[config.mk]
export PLATFORM = sky130hd
export DESIGN_NAME = burst_sram_decode
export DESIGN_NICKNAME = d
export VERILOG_FILES = /design/src/hw/lane_fifo.v /design/src/hw/burst_sram_decode.v
export VERILOG_INCLUDE_DIRS = /design/src /design/src/shared
export SDC_FILE = /design/constraint.sdc
export NUM_CORES = 1
export LEC_CHECK = 0
export BUFFER_PORTS_ARGS = -buffer_cell sky130_fd_sc_hd__buf_4
export CORE_MARGIN = 4
export CORE_UTILIZATION = 55
export CTS_CLUSTER_SIZE = 40
export DETAILED_ROUTE_END_ITERATION = 16
export GPL_ROUTABILITY_DRIVEN = 0
export GPL_TIMING_DRIVEN = 0
export PLACE_DENSITY_LB_ADDON = 0.12
export REMOVE_ABC_BUFFERS = 1
export SLEW_MARGIN = 30
export SYNTH_ARGS = -nofsm -noshare
export SYNTH_HDL_FRONTEND = slang
export SYNTH_HIERARCHICAL = 1
export SYNTH_SLANG_ARGS = --single-unit
[constraint.sdc]
create_clock -name CORE_CLK -period 12.8 [get_ports CORE_CLK]
set_input_delay 3.84 -clock CORE_CLK [delete_from_list [all_inputs] [get_ports CORE_CLK]]
set_output_delay 3.84 -clock CORE_CLK [all_outputs]
set_load 0.05 [all_outputs]
[src/shared/burst_sram_map.vh]
// Constants for the burst SRAM cycle decoder: widths, codes and sleep timing.
// Assumes inclusion by bare name from design files; definitions only.
`ifndef BURST_SRAM_MAP_VH
`define BURST_SRAM_MAP_VH

`define ADDR_W          16
`define LANES           4
`define LANE_W          9
`define DATA_W          36
`define FIFO_DEPTH      16
`define FIFO_AW         4
`define BURST_CNT_W     2
`define SLEEP_CYCLES    2
`define CYC_IDLE        3'h0
`define CYC_DESELECT    3'h1
`define CYC_SLEEP       3'h2
`define CYC_READ        3'h3
`define CYC_WRITE       3'h4

`endif

[src/hw/lane_fifo.v]
// Small synchronous FIFO with valid/ready handshakes on both sides.
// Assumes one clock and a synchronous active-low reset.
`timescale 1ns/10ps
`default_nettype none
module lane_fifo #(
   parameter WIDTH = 40,
   parameter DEPTH = 16,
   parameter AW    = 4
) (
   input  wire             clk,
   input  wire             rst_n,
   input  wire             in_valid,
   output wire             in_ready,
   input  wire [WIDTH-1:0] in_data,
   output wire             out_valid,
   input  wire             out_ready,
   output wire [WIDTH-1:0] out_data
);
   reg [WIDTH-1:0] mem [0:DEPTH-1];
   reg [AW:0]      wr_ptr_r;
   reg [AW:0]      rd_ptr_r;
   wire            full;
   wire            empty;
   wire            push;
   wire            pop;

   assign full      = (wr_ptr_r[AW] != rd_ptr_r[AW]) &&
                      (wr_ptr_r[AW-1:0] == rd_ptr_r[AW-1:0]);
   assign empty     = (wr_ptr_r == rd_ptr_r);
   assign in_ready  = !full;
   assign out_valid = !empty;
   assign push      = in_valid && !full;
   assign pop       = out_ready && !empty;
   assign out_data  = mem[rd_ptr_r[AW-1:0]];

   always @(posedge clk) begin
      if (push) begin
         mem[wr_ptr_r[AW-1:0]] <= in_data;
      end
   end

   always @(posedge clk) begin
      if (!rst_n) begin
         wr_ptr_r <= {(AW+1){1'b0}};
         rd_ptr_r <= {(AW+1){1'b0}};
      end else begin
         if (push) begin
            wr_ptr_r <= wr_ptr_r + 1'b1;
         end
         if (pop) begin
            rd_ptr_r <= rd_ptr_r + 1'b1;
         end
      end
   end
endmodule // lane_fifo
`default_nettype wire

[src/hw/burst_sram_decode.v]
// Cycle decoder of a flow-through burst SRAM: cycle type, burst address,
// write lanes and data-pin control. Write commands leave through a FIFO.
// Assumes bus inputs come from the same-clock controller; sleep and the
// output enable are asynchronous pins and are synchronised here.
`timescale 1ns/10ps
`default_nettype none
`include "burst_sram_map.vh"

module burst_sram_decode (
   input  wire                   CORE_CLK,
   input  wire                   NRST,
   input  wire [`ADDR_W-1:0]     ADDR,
   input  wire                   SEL_PRIMARY_N,
   input  wire                   SEL_DEPTH_HI,
   input  wire                   SEL_DEPTH_LO_N,
   input  wire                   PROC_ADDR_STROBE_N,
   input  wire                   CTRL_ADDR_STROBE_N,
   input  wire                   BURST_STEP_N,
   input  wire                   ALL_LANE_WR_N,
   input  wire                   BYTE_WR_GATE_N,
   input  wire [`LANES-1:0]      LANE_WR_SEL_N,
   input  wire                   BURST_ORDER,
   input  wire                   SLEEP_REQUEST,
   input  wire                   OUT_EN_N,
   input  wire [`DATA_W-1:0]     DQ_IN,
   output reg  [`DATA_W-1:0]     DQ_OE,
   output reg  [2:0]             CYCLE_TYPE,
   output reg  [`ADDR_W-1:0]     CORE_ADDR,
   output reg  [`LANES-1:0]      LANE_WR_EN,
   output reg                    ASLEEP,
   output reg                    WR_VALID,
   output reg  [`ADDR_W+`DATA_W+`LANES-1:0] WR_DATA,
   input  wire                   WR_READY
);
   // ---------------------------------------------------------------
   // Input registers and synchronisers
   // ---------------------------------------------------------------
   reg [`ADDR_W-1:0]  addr_r;
   reg                sel1_n_r;
   reg                sel2_r;
   reg                sel3_n_r;
   reg                psn_r;
   reg                csn_r;
   reg                step_n_r;
   reg                gw_n_r;
   reg                bg_n_r;
   reg [`LANES-1:0]   lane_n_r;
   reg                mode_r;
   reg [`DATA_W-1:0]  dq_r;
   reg                sleep_s1_r;
   reg                sleep_s2_r;
   reg                oe_s1_r;
   reg                oe_s2_r;

   always @(posedge CORE_CLK) begin
      addr_r     <= ADDR;
      sel1_n_r   <= SEL_PRIMARY_N;
      sel2_r     <= SEL_DEPTH_HI;
      sel3_n_r   <= SEL_DEPTH_LO_N;
      psn_r      <= PROC_ADDR_STROBE_N;
      csn_r      <= CTRL_ADDR_STROBE_N;
      step_n_r   <= BURST_STEP_N;
      gw_n_r     <= ALL_LANE_WR_N;
      bg_n_r     <= BYTE_WR_GATE_N;
      lane_n_r   <= LANE_WR_SEL_N;
      mode_r     <= BURST_ORDER;
      dq_r       <= DQ_IN;
      sleep_s1_r <= SLEEP_REQUEST;
      sleep_s2_r <= sleep_s1_r;
      oe_s1_r    <= OUT_EN_N;
      oe_s2_r    <= oe_s1_r;
   end

   // ---------------------------------------------------------------
   // Cycle decode
   // ---------------------------------------------------------------
   wire              wr_ind;
   wire [`LANES-1:0] lanes;
   wire              en_ok;
   wire              proc_start;
   wire              ctrl_start;
   wire              strobe_cycle;

   assign wr_ind = !gw_n_r || (!bg_n_r && !(&lane_n_r));
   assign lanes  = !gw_n_r ? {`LANES{1'b1}} :
                   (!bg_n_r ? ~lane_n_r : {`LANES{1'b0}});
   assign en_ok  = !sel1_n_r && sel2_r && !sel3_n_r;
   // The processor strobe is ignored while the primary enable is high.
   assign proc_start   = !psn_r && !sel1_n_r;
   // A controller strobe counts whenever the processor strobe is idle or ignored,
   // so a high primary enable under it still ends in a deselect.
   assign ctrl_start   = (psn_r || sel1_n_r) && !csn_r;
   assign strobe_cycle = proc_start || ctrl_start;

   reg                 sleep_r;
   reg [1:0]           sleep_cnt_r;
   reg                 burst_live_r;
   reg [`BURST_CNT_W-1:0] base_r;
   reg [`BURST_CNT_W-1:0] cnt_r;
   reg [`ADDR_W-1:0]   hi_addr_r;
   reg [2:0]           cyc_nxt;
   reg                 load_nxt;
   reg                 step_nxt;
   reg                 do_write;
   wire [`BURST_CNT_W-1:0] cnt_step;
   wire [`BURST_CNT_W-1:0] lo_addr;

   assign cnt_step = cnt_r + 2'h1;
   assign lo_addr  = mode_r ? (base_r ^ cnt_r) : (base_r + cnt_r);

   always @* begin
      cyc_nxt  = `CYC_IDLE;
      load_nxt = 1'b0;
      step_nxt = 1'b0;
      do_write = 1'b0;
      if (sleep_r) begin
         cyc_nxt = `CYC_SLEEP;
      end else if (strobe_cycle) begin
         if (!en_ok) begin
            cyc_nxt = `CYC_DESELECT;
         end else if (proc_start) begin
            cyc_nxt  = `CYC_READ;
            load_nxt = 1'b1;
         end else begin
            cyc_nxt  = wr_ind ? `CYC_WRITE : `CYC_READ;
            load_nxt = 1'b1;
            do_write = wr_ind;
         end
      end else if (burst_live_r) begin
         step_nxt = !step_n_r;
         cyc_nxt  = wr_ind ? `CYC_WRITE : `CYC_READ;
         do_write = wr_ind;
      end
   end

   // ---------------------------------------------------------------
   // State, burst counter and sleep sequencing
   // ---------------------------------------------------------------
   wire stall;
   wire fifo_in_ready;
   wire [`ADDR_W-1:0] full_addr;

   // A write that finds the FIFO full is dropped rather than stalling the bus:
   // the SRAM protocol has no wait state to offer.
   assign stall     = do_write && !fifo_in_ready;
   assign full_addr = load_nxt ? addr_r :
                      {hi_addr_r[`ADDR_W-1:2], step_nxt ?
                      (mode_r ? (base_r ^ cnt_step) : (base_r + cnt_step)) : lo_addr};

   always @(posedge CORE_CLK) begin
      if (!NRST) begin
         sleep_r      <= 1'b0;
         sleep_cnt_r  <= 2'h0;
         burst_live_r <= 1'b0;
         base_r       <= 2'h0;
         cnt_r        <= 2'h0;
         hi_addr_r    <= {`ADDR_W{1'b0}};
      end else begin
         if (sleep_s2_r != sleep_r) begin
            if (sleep_cnt_r == `SLEEP_CYCLES - 1) begin
               sleep_r     <= sleep_s2_r;
               sleep_cnt_r <= 2'h0;
            end else begin
               sleep_cnt_r <= sleep_cnt_r + 2'h1;
            end
         end else begin
            sleep_cnt_r <= 2'h0;
         end
         if (sleep_r || cyc_nxt == `CYC_DESELECT) begin
            burst_live_r <= 1'b0;
         end else if (load_nxt) begin
            burst_live_r <= 1'b1;
            base_r       <= addr_r[1:0];
            cnt_r        <= 2'h0;
            hi_addr_r    <= addr_r;
         end else if (step_nxt) begin
            cnt_r <= cnt_step;
         end
      end
   end

   // ---------------------------------------------------------------
   // Outputs and data-pin control
   // ---------------------------------------------------------------
   always @(posedge CORE_CLK) begin
      if (!NRST) begin
         CYCLE_TYPE <= `CYC_IDLE;
         CORE_ADDR  <= {`ADDR_W{1'b0}};
         LANE_WR_EN <= {`LANES{1'b0}};
         ASLEEP     <= 1'b0;
         DQ_OE      <= {`DATA_W{1'b0}};
      end else begin
         CYCLE_TYPE <= cyc_nxt;
         CORE_ADDR  <= full_addr;
         LANE_WR_EN <= (do_write && !stall) ? lanes : {`LANES{1'b0}};
         ASLEEP     <= sleep_r;
         // Output enable is masked in writes, deselect and sleep.
         DQ_OE <= {`DATA_W{(cyc_nxt == `CYC_READ) && !oe_s2_r}};
      end
   end

   wire                                   fifo_out_valid;
   wire [`ADDR_W+`DATA_W+`LANES-1:0]      fifo_out_data;
   wire                                   fifo_pop;

   assign fifo_pop = !WR_VALID || WR_READY;

   always @(posedge CORE_CLK) begin
      if (!NRST) begin
         WR_VALID <= 1'b0;
         WR_DATA  <= {(`ADDR_W+`DATA_W+`LANES){1'b0}};
      end else if (fifo_pop) begin
         WR_VALID <= fifo_out_valid;
         WR_DATA  <= fifo_out_data;
      end
   end

   lane_fifo #(
      .WIDTH (`ADDR_W+`DATA_W+`LANES),
      .DEPTH (`FIFO_DEPTH),
      .AW    (`FIFO_AW)
   ) u_wr_fifo (
      .clk       (CORE_CLK),
      .rst_n     (NRST),
      .in_valid  (do_write),
      .in_ready  (fifo_in_ready),
      .in_data   ({full_addr, dq_r, lanes}),
      .out_valid (fifo_out_valid),
      .out_ready (fifo_pop),
      .out_data  (fifo_out_data)
   );
endmodule // burst_sram_decode
`default_nettype wire

==> metrics.md <==
| Metric | Value |
|---|---|
| CP Data Arrival Time | 1.64 ns |
| Max Freq | 182 MHz |
| RR Startpoint | sel1_n_r |
| Total congestion overflow | 0 |
| Placed Instances | 2960 |
| First-pass GRT wire length | 127000 um |
| Most common cell in the netlist | edfxtp_1 |
| Cell chosen for the clock root | clkbuf_16 |
| Dpl cell area | 0.0434 mm2 |
| Num CTS Buffers | 107 |
| Synth top area cells | edfxtp_1, mux4_2, dfxtp_1 |
| Vias per inst | 5.94 |
| RR Endpoint | u_wr_fifo/mem[8][38] |
| Initial core utilization | 56.0% |
| Top delay family on crit path | flip-flops |
| RSZ-0062 raised after global routing | no |
| Layout cell share with drive strength beyond 1 | 30.5% |
| Drt total wl | 85600 um |
| Number of synthesized flops with an enable pin | 896 |
| All-Layer GR Usage | 22.2% |
| Hold Buf Count CTS | 0 |
| Cells along the critical path | buf_4 |
| Final #Nets | 2197 |
| Hpwl dp | 49500 um |
| Syn_area_per_cell | 21.3 um2 |
| Pre-CTS WS | 7.23 ns |
| Status | finished clean |
| Slowest CP cell | dfxtp_2 |
| Worst hold start | sleep_s1_r |
| Finished Cell Area | 0.0468 mm2 |
| Reg clk slew, reported paths | 0.06 ns |
| Final Hold Fails | 0 |
| Remaining antenna violation count | 0 |
| Fin crit share | 42.8% |
| Io pins | 187 |
| # DRC | 0 |
| Worst-skew pair later-pin latency | 0.66 ns |
| Reg2Reg Depth | 9 |
| Final worst slack | 7.32 ns |
| Clk sinks | 1083 |
| Area of the die | 0.0776 mm2 |
| Rel. slew slack | 35.2% |
| Flop-to-flop setup slack | 9.38 ns |
| CTS tree | done |
| Post-layout power | 8.14 mW |
| Routed len/inst | 27.1 um |
| Critical path buffer and inverter count | 1 |
| Synthesis warning total | 6 |
| Final Critical Period | 5.48 ns |
| Largest net degree at the start of global routing | 119 |
| Pwr dens | 174 mW/mm2 |
| Worst Path Required | 8.96 ns |
| Port bufs | 186 |
| Area growth, synth to finish | 16.3% |
| Worst-Margin Slew | 0.972 ns |
| Vias in the first global route | 19800 |
| Worst hold stages | 0 |
| Cell Count, Final, Fillers Out | 3162 |
| Die width | 279 um |
| Register area share after synthesis | 76.1% |
| Synth Cell Area | 0.0403 mm2 |
| Postcts setup bufs | 0 |
| Ys async rst share | 0% |
| Initial antenna violation count | 0 |
| Max FO, Critical Path | 36 |
| Crit Path Class | reg -> out |
| Max-Cap Viols | 0 |
| Via count of the routed design | 18800 |
| Post-synth top cells | edfxtp_1, mux4_2, dfxtp_1, nand2_1, a21boi_0 |
| #FFs+latches synth | 1083 |
| Worst min path class | reg -> reg |
| Max-slew violation count | 0 |
| Worst Hold Path EP | sleep_s2_r |
| Final clock skew | 0.0203 ns |
| Slowest Stage Delay on Critical Path | 0.68 ns |
| Leak Pwr | 15.6 nW |
| Post-synth top area share | 66.8% |
| # setup viols final | 0 |
| Die span in y | 279 um |
| Peak VDD IR | 126 uV |
| Filler instances | 4700 |
| Core area | 0.0720 mm2 |
| Post-Syn Instances | 1894 |
| Startpoint Class | register |
| Prevailing post-synth register cell | edfxtp_1 |
| Area leader, netlist | edfxtp_1 |
| Resize count post-CTS | 0 |
| CP endpoint kind | primary output |
| H-tree depth | 3 |
| Cell row count | 98 |
| Total iterations of the first detailed-routing run | 8 |
| Iteration-0 DRC Markers | 1707 |
| Yosys cell types | 42 |
| Clock buffer depth | 3 |
[power breakdown]
group	switching, mW	total, mW	leakage [nW]	internal, mW
Sequential	0.0866	3.96	9.75	3.87
Combinational	0.556	1.14	4.13	0.583
Clock	1.26	3.04	1.69	1.78
Total	1.91	8.14	15.6	6.24
[cell type report]
cell class              instances  area, um2  area share, %
diodes                          1       2.50        0.00534
flip-flops and latches       1083      30700           65.5
multi-input cells             671       8810           18.8
inverters                      12       50.0          0.107
well taps                     950       1190           2.54
clock inverters                48        458          0.977
clock buffers                 153       2980           6.37
repair buffers                244       2690           5.74
[state kept, by name, summed over array words and instances (netlist names), 3 cells and up, named ones only]
signal	cells
CORE_ADDR	16
CYCLE_TYPE	3
LANE_WR_EN	4
WR_DATA	56
addr_r	16
dq_r	36
hi_addr_r	15
lane_n_r	4
u_wr_fifo/mem	896
u_wr_fifo/rd_ptr_r	5
u_wr_fifo/wr_ptr_r	5
[logic make-up (layout without fill, tap and decap cells)]
logic type | after synthesis | in the layout | share of synthesized area (%)
xor+xnor | 13 | 13 | 0.283
compound gates | 88 | 88 | 1.56
fa+ha+maj | 8 | 8 | 0.249
other cells | 0 | 1 | 0
buf+inv | 140 | 457 | 2.33
flops | 1083 | 1083 | 76.1
mux | 292 | 292 | 16.4
simple gates | 270 | 270 | 3.09
[stage by stage]
step,util [%],hold WS [ns],TNS (ns)
after detailed placement,60.3,0.319,0
after floorplan,-,0.310,-104.42
after global placement,58.3,0.311,-175.44
after CTS,65.1,0.332,0
final,65.1,0.332,0
after global routing,65.1,0.342,0
[per-layer routing]
layer	up-vias	global-route usage (%)	routed length, um	part of all wire, %
met5	-	0	0	0
li1	8092	-	-	-
met3	110	2.99	4800	5.6
met2	628	38.1	44300	52
met4	0	5.82	1470	1.7
met1	9966	30.7	35100	41
[worst max path at each step]
| stage | from | end | slack [ns] | depth (start not counted) |
|---|---|---|---|---|
| floorplan | DQ_OE[0] | DQ_OE[0] | -2.90 | 0 |
| global placement | WR_READY | register | -2.89 | 6 |
| detailed placement | WR_READY | register | 7.23 | 7 |
| CTS | DQ_OE[0] | DQ_OE[25] | 6.91 | 1 |
| global route | DQ_OE[0] | DQ_OE[3] | 7.19 | 1 |
| finish | DQ_OE[0] | DQ_OE[32] | 7.32 | 1 |
[placed cells by master (no fill, tap or decap), types with 10 or more instances in the layout]
master     count
a21boi_0      59
and2_1        32
and3_4        15
buf_12        33
buf_16        21
buf_4        185
clkbuf_1      35
clkbuf_16    109
clkbuf_8      10
clkinv_1      14
clkinv_2      19
dfxtp_1      182
edfxtp_1     896
inv_1         11
mux2i_1       12
mux4_1        45
mux4_2       235
nand2_1      168
nand2_2       11
nor2_1        13
Note: power is estimated with default switching activity, not from simulation.
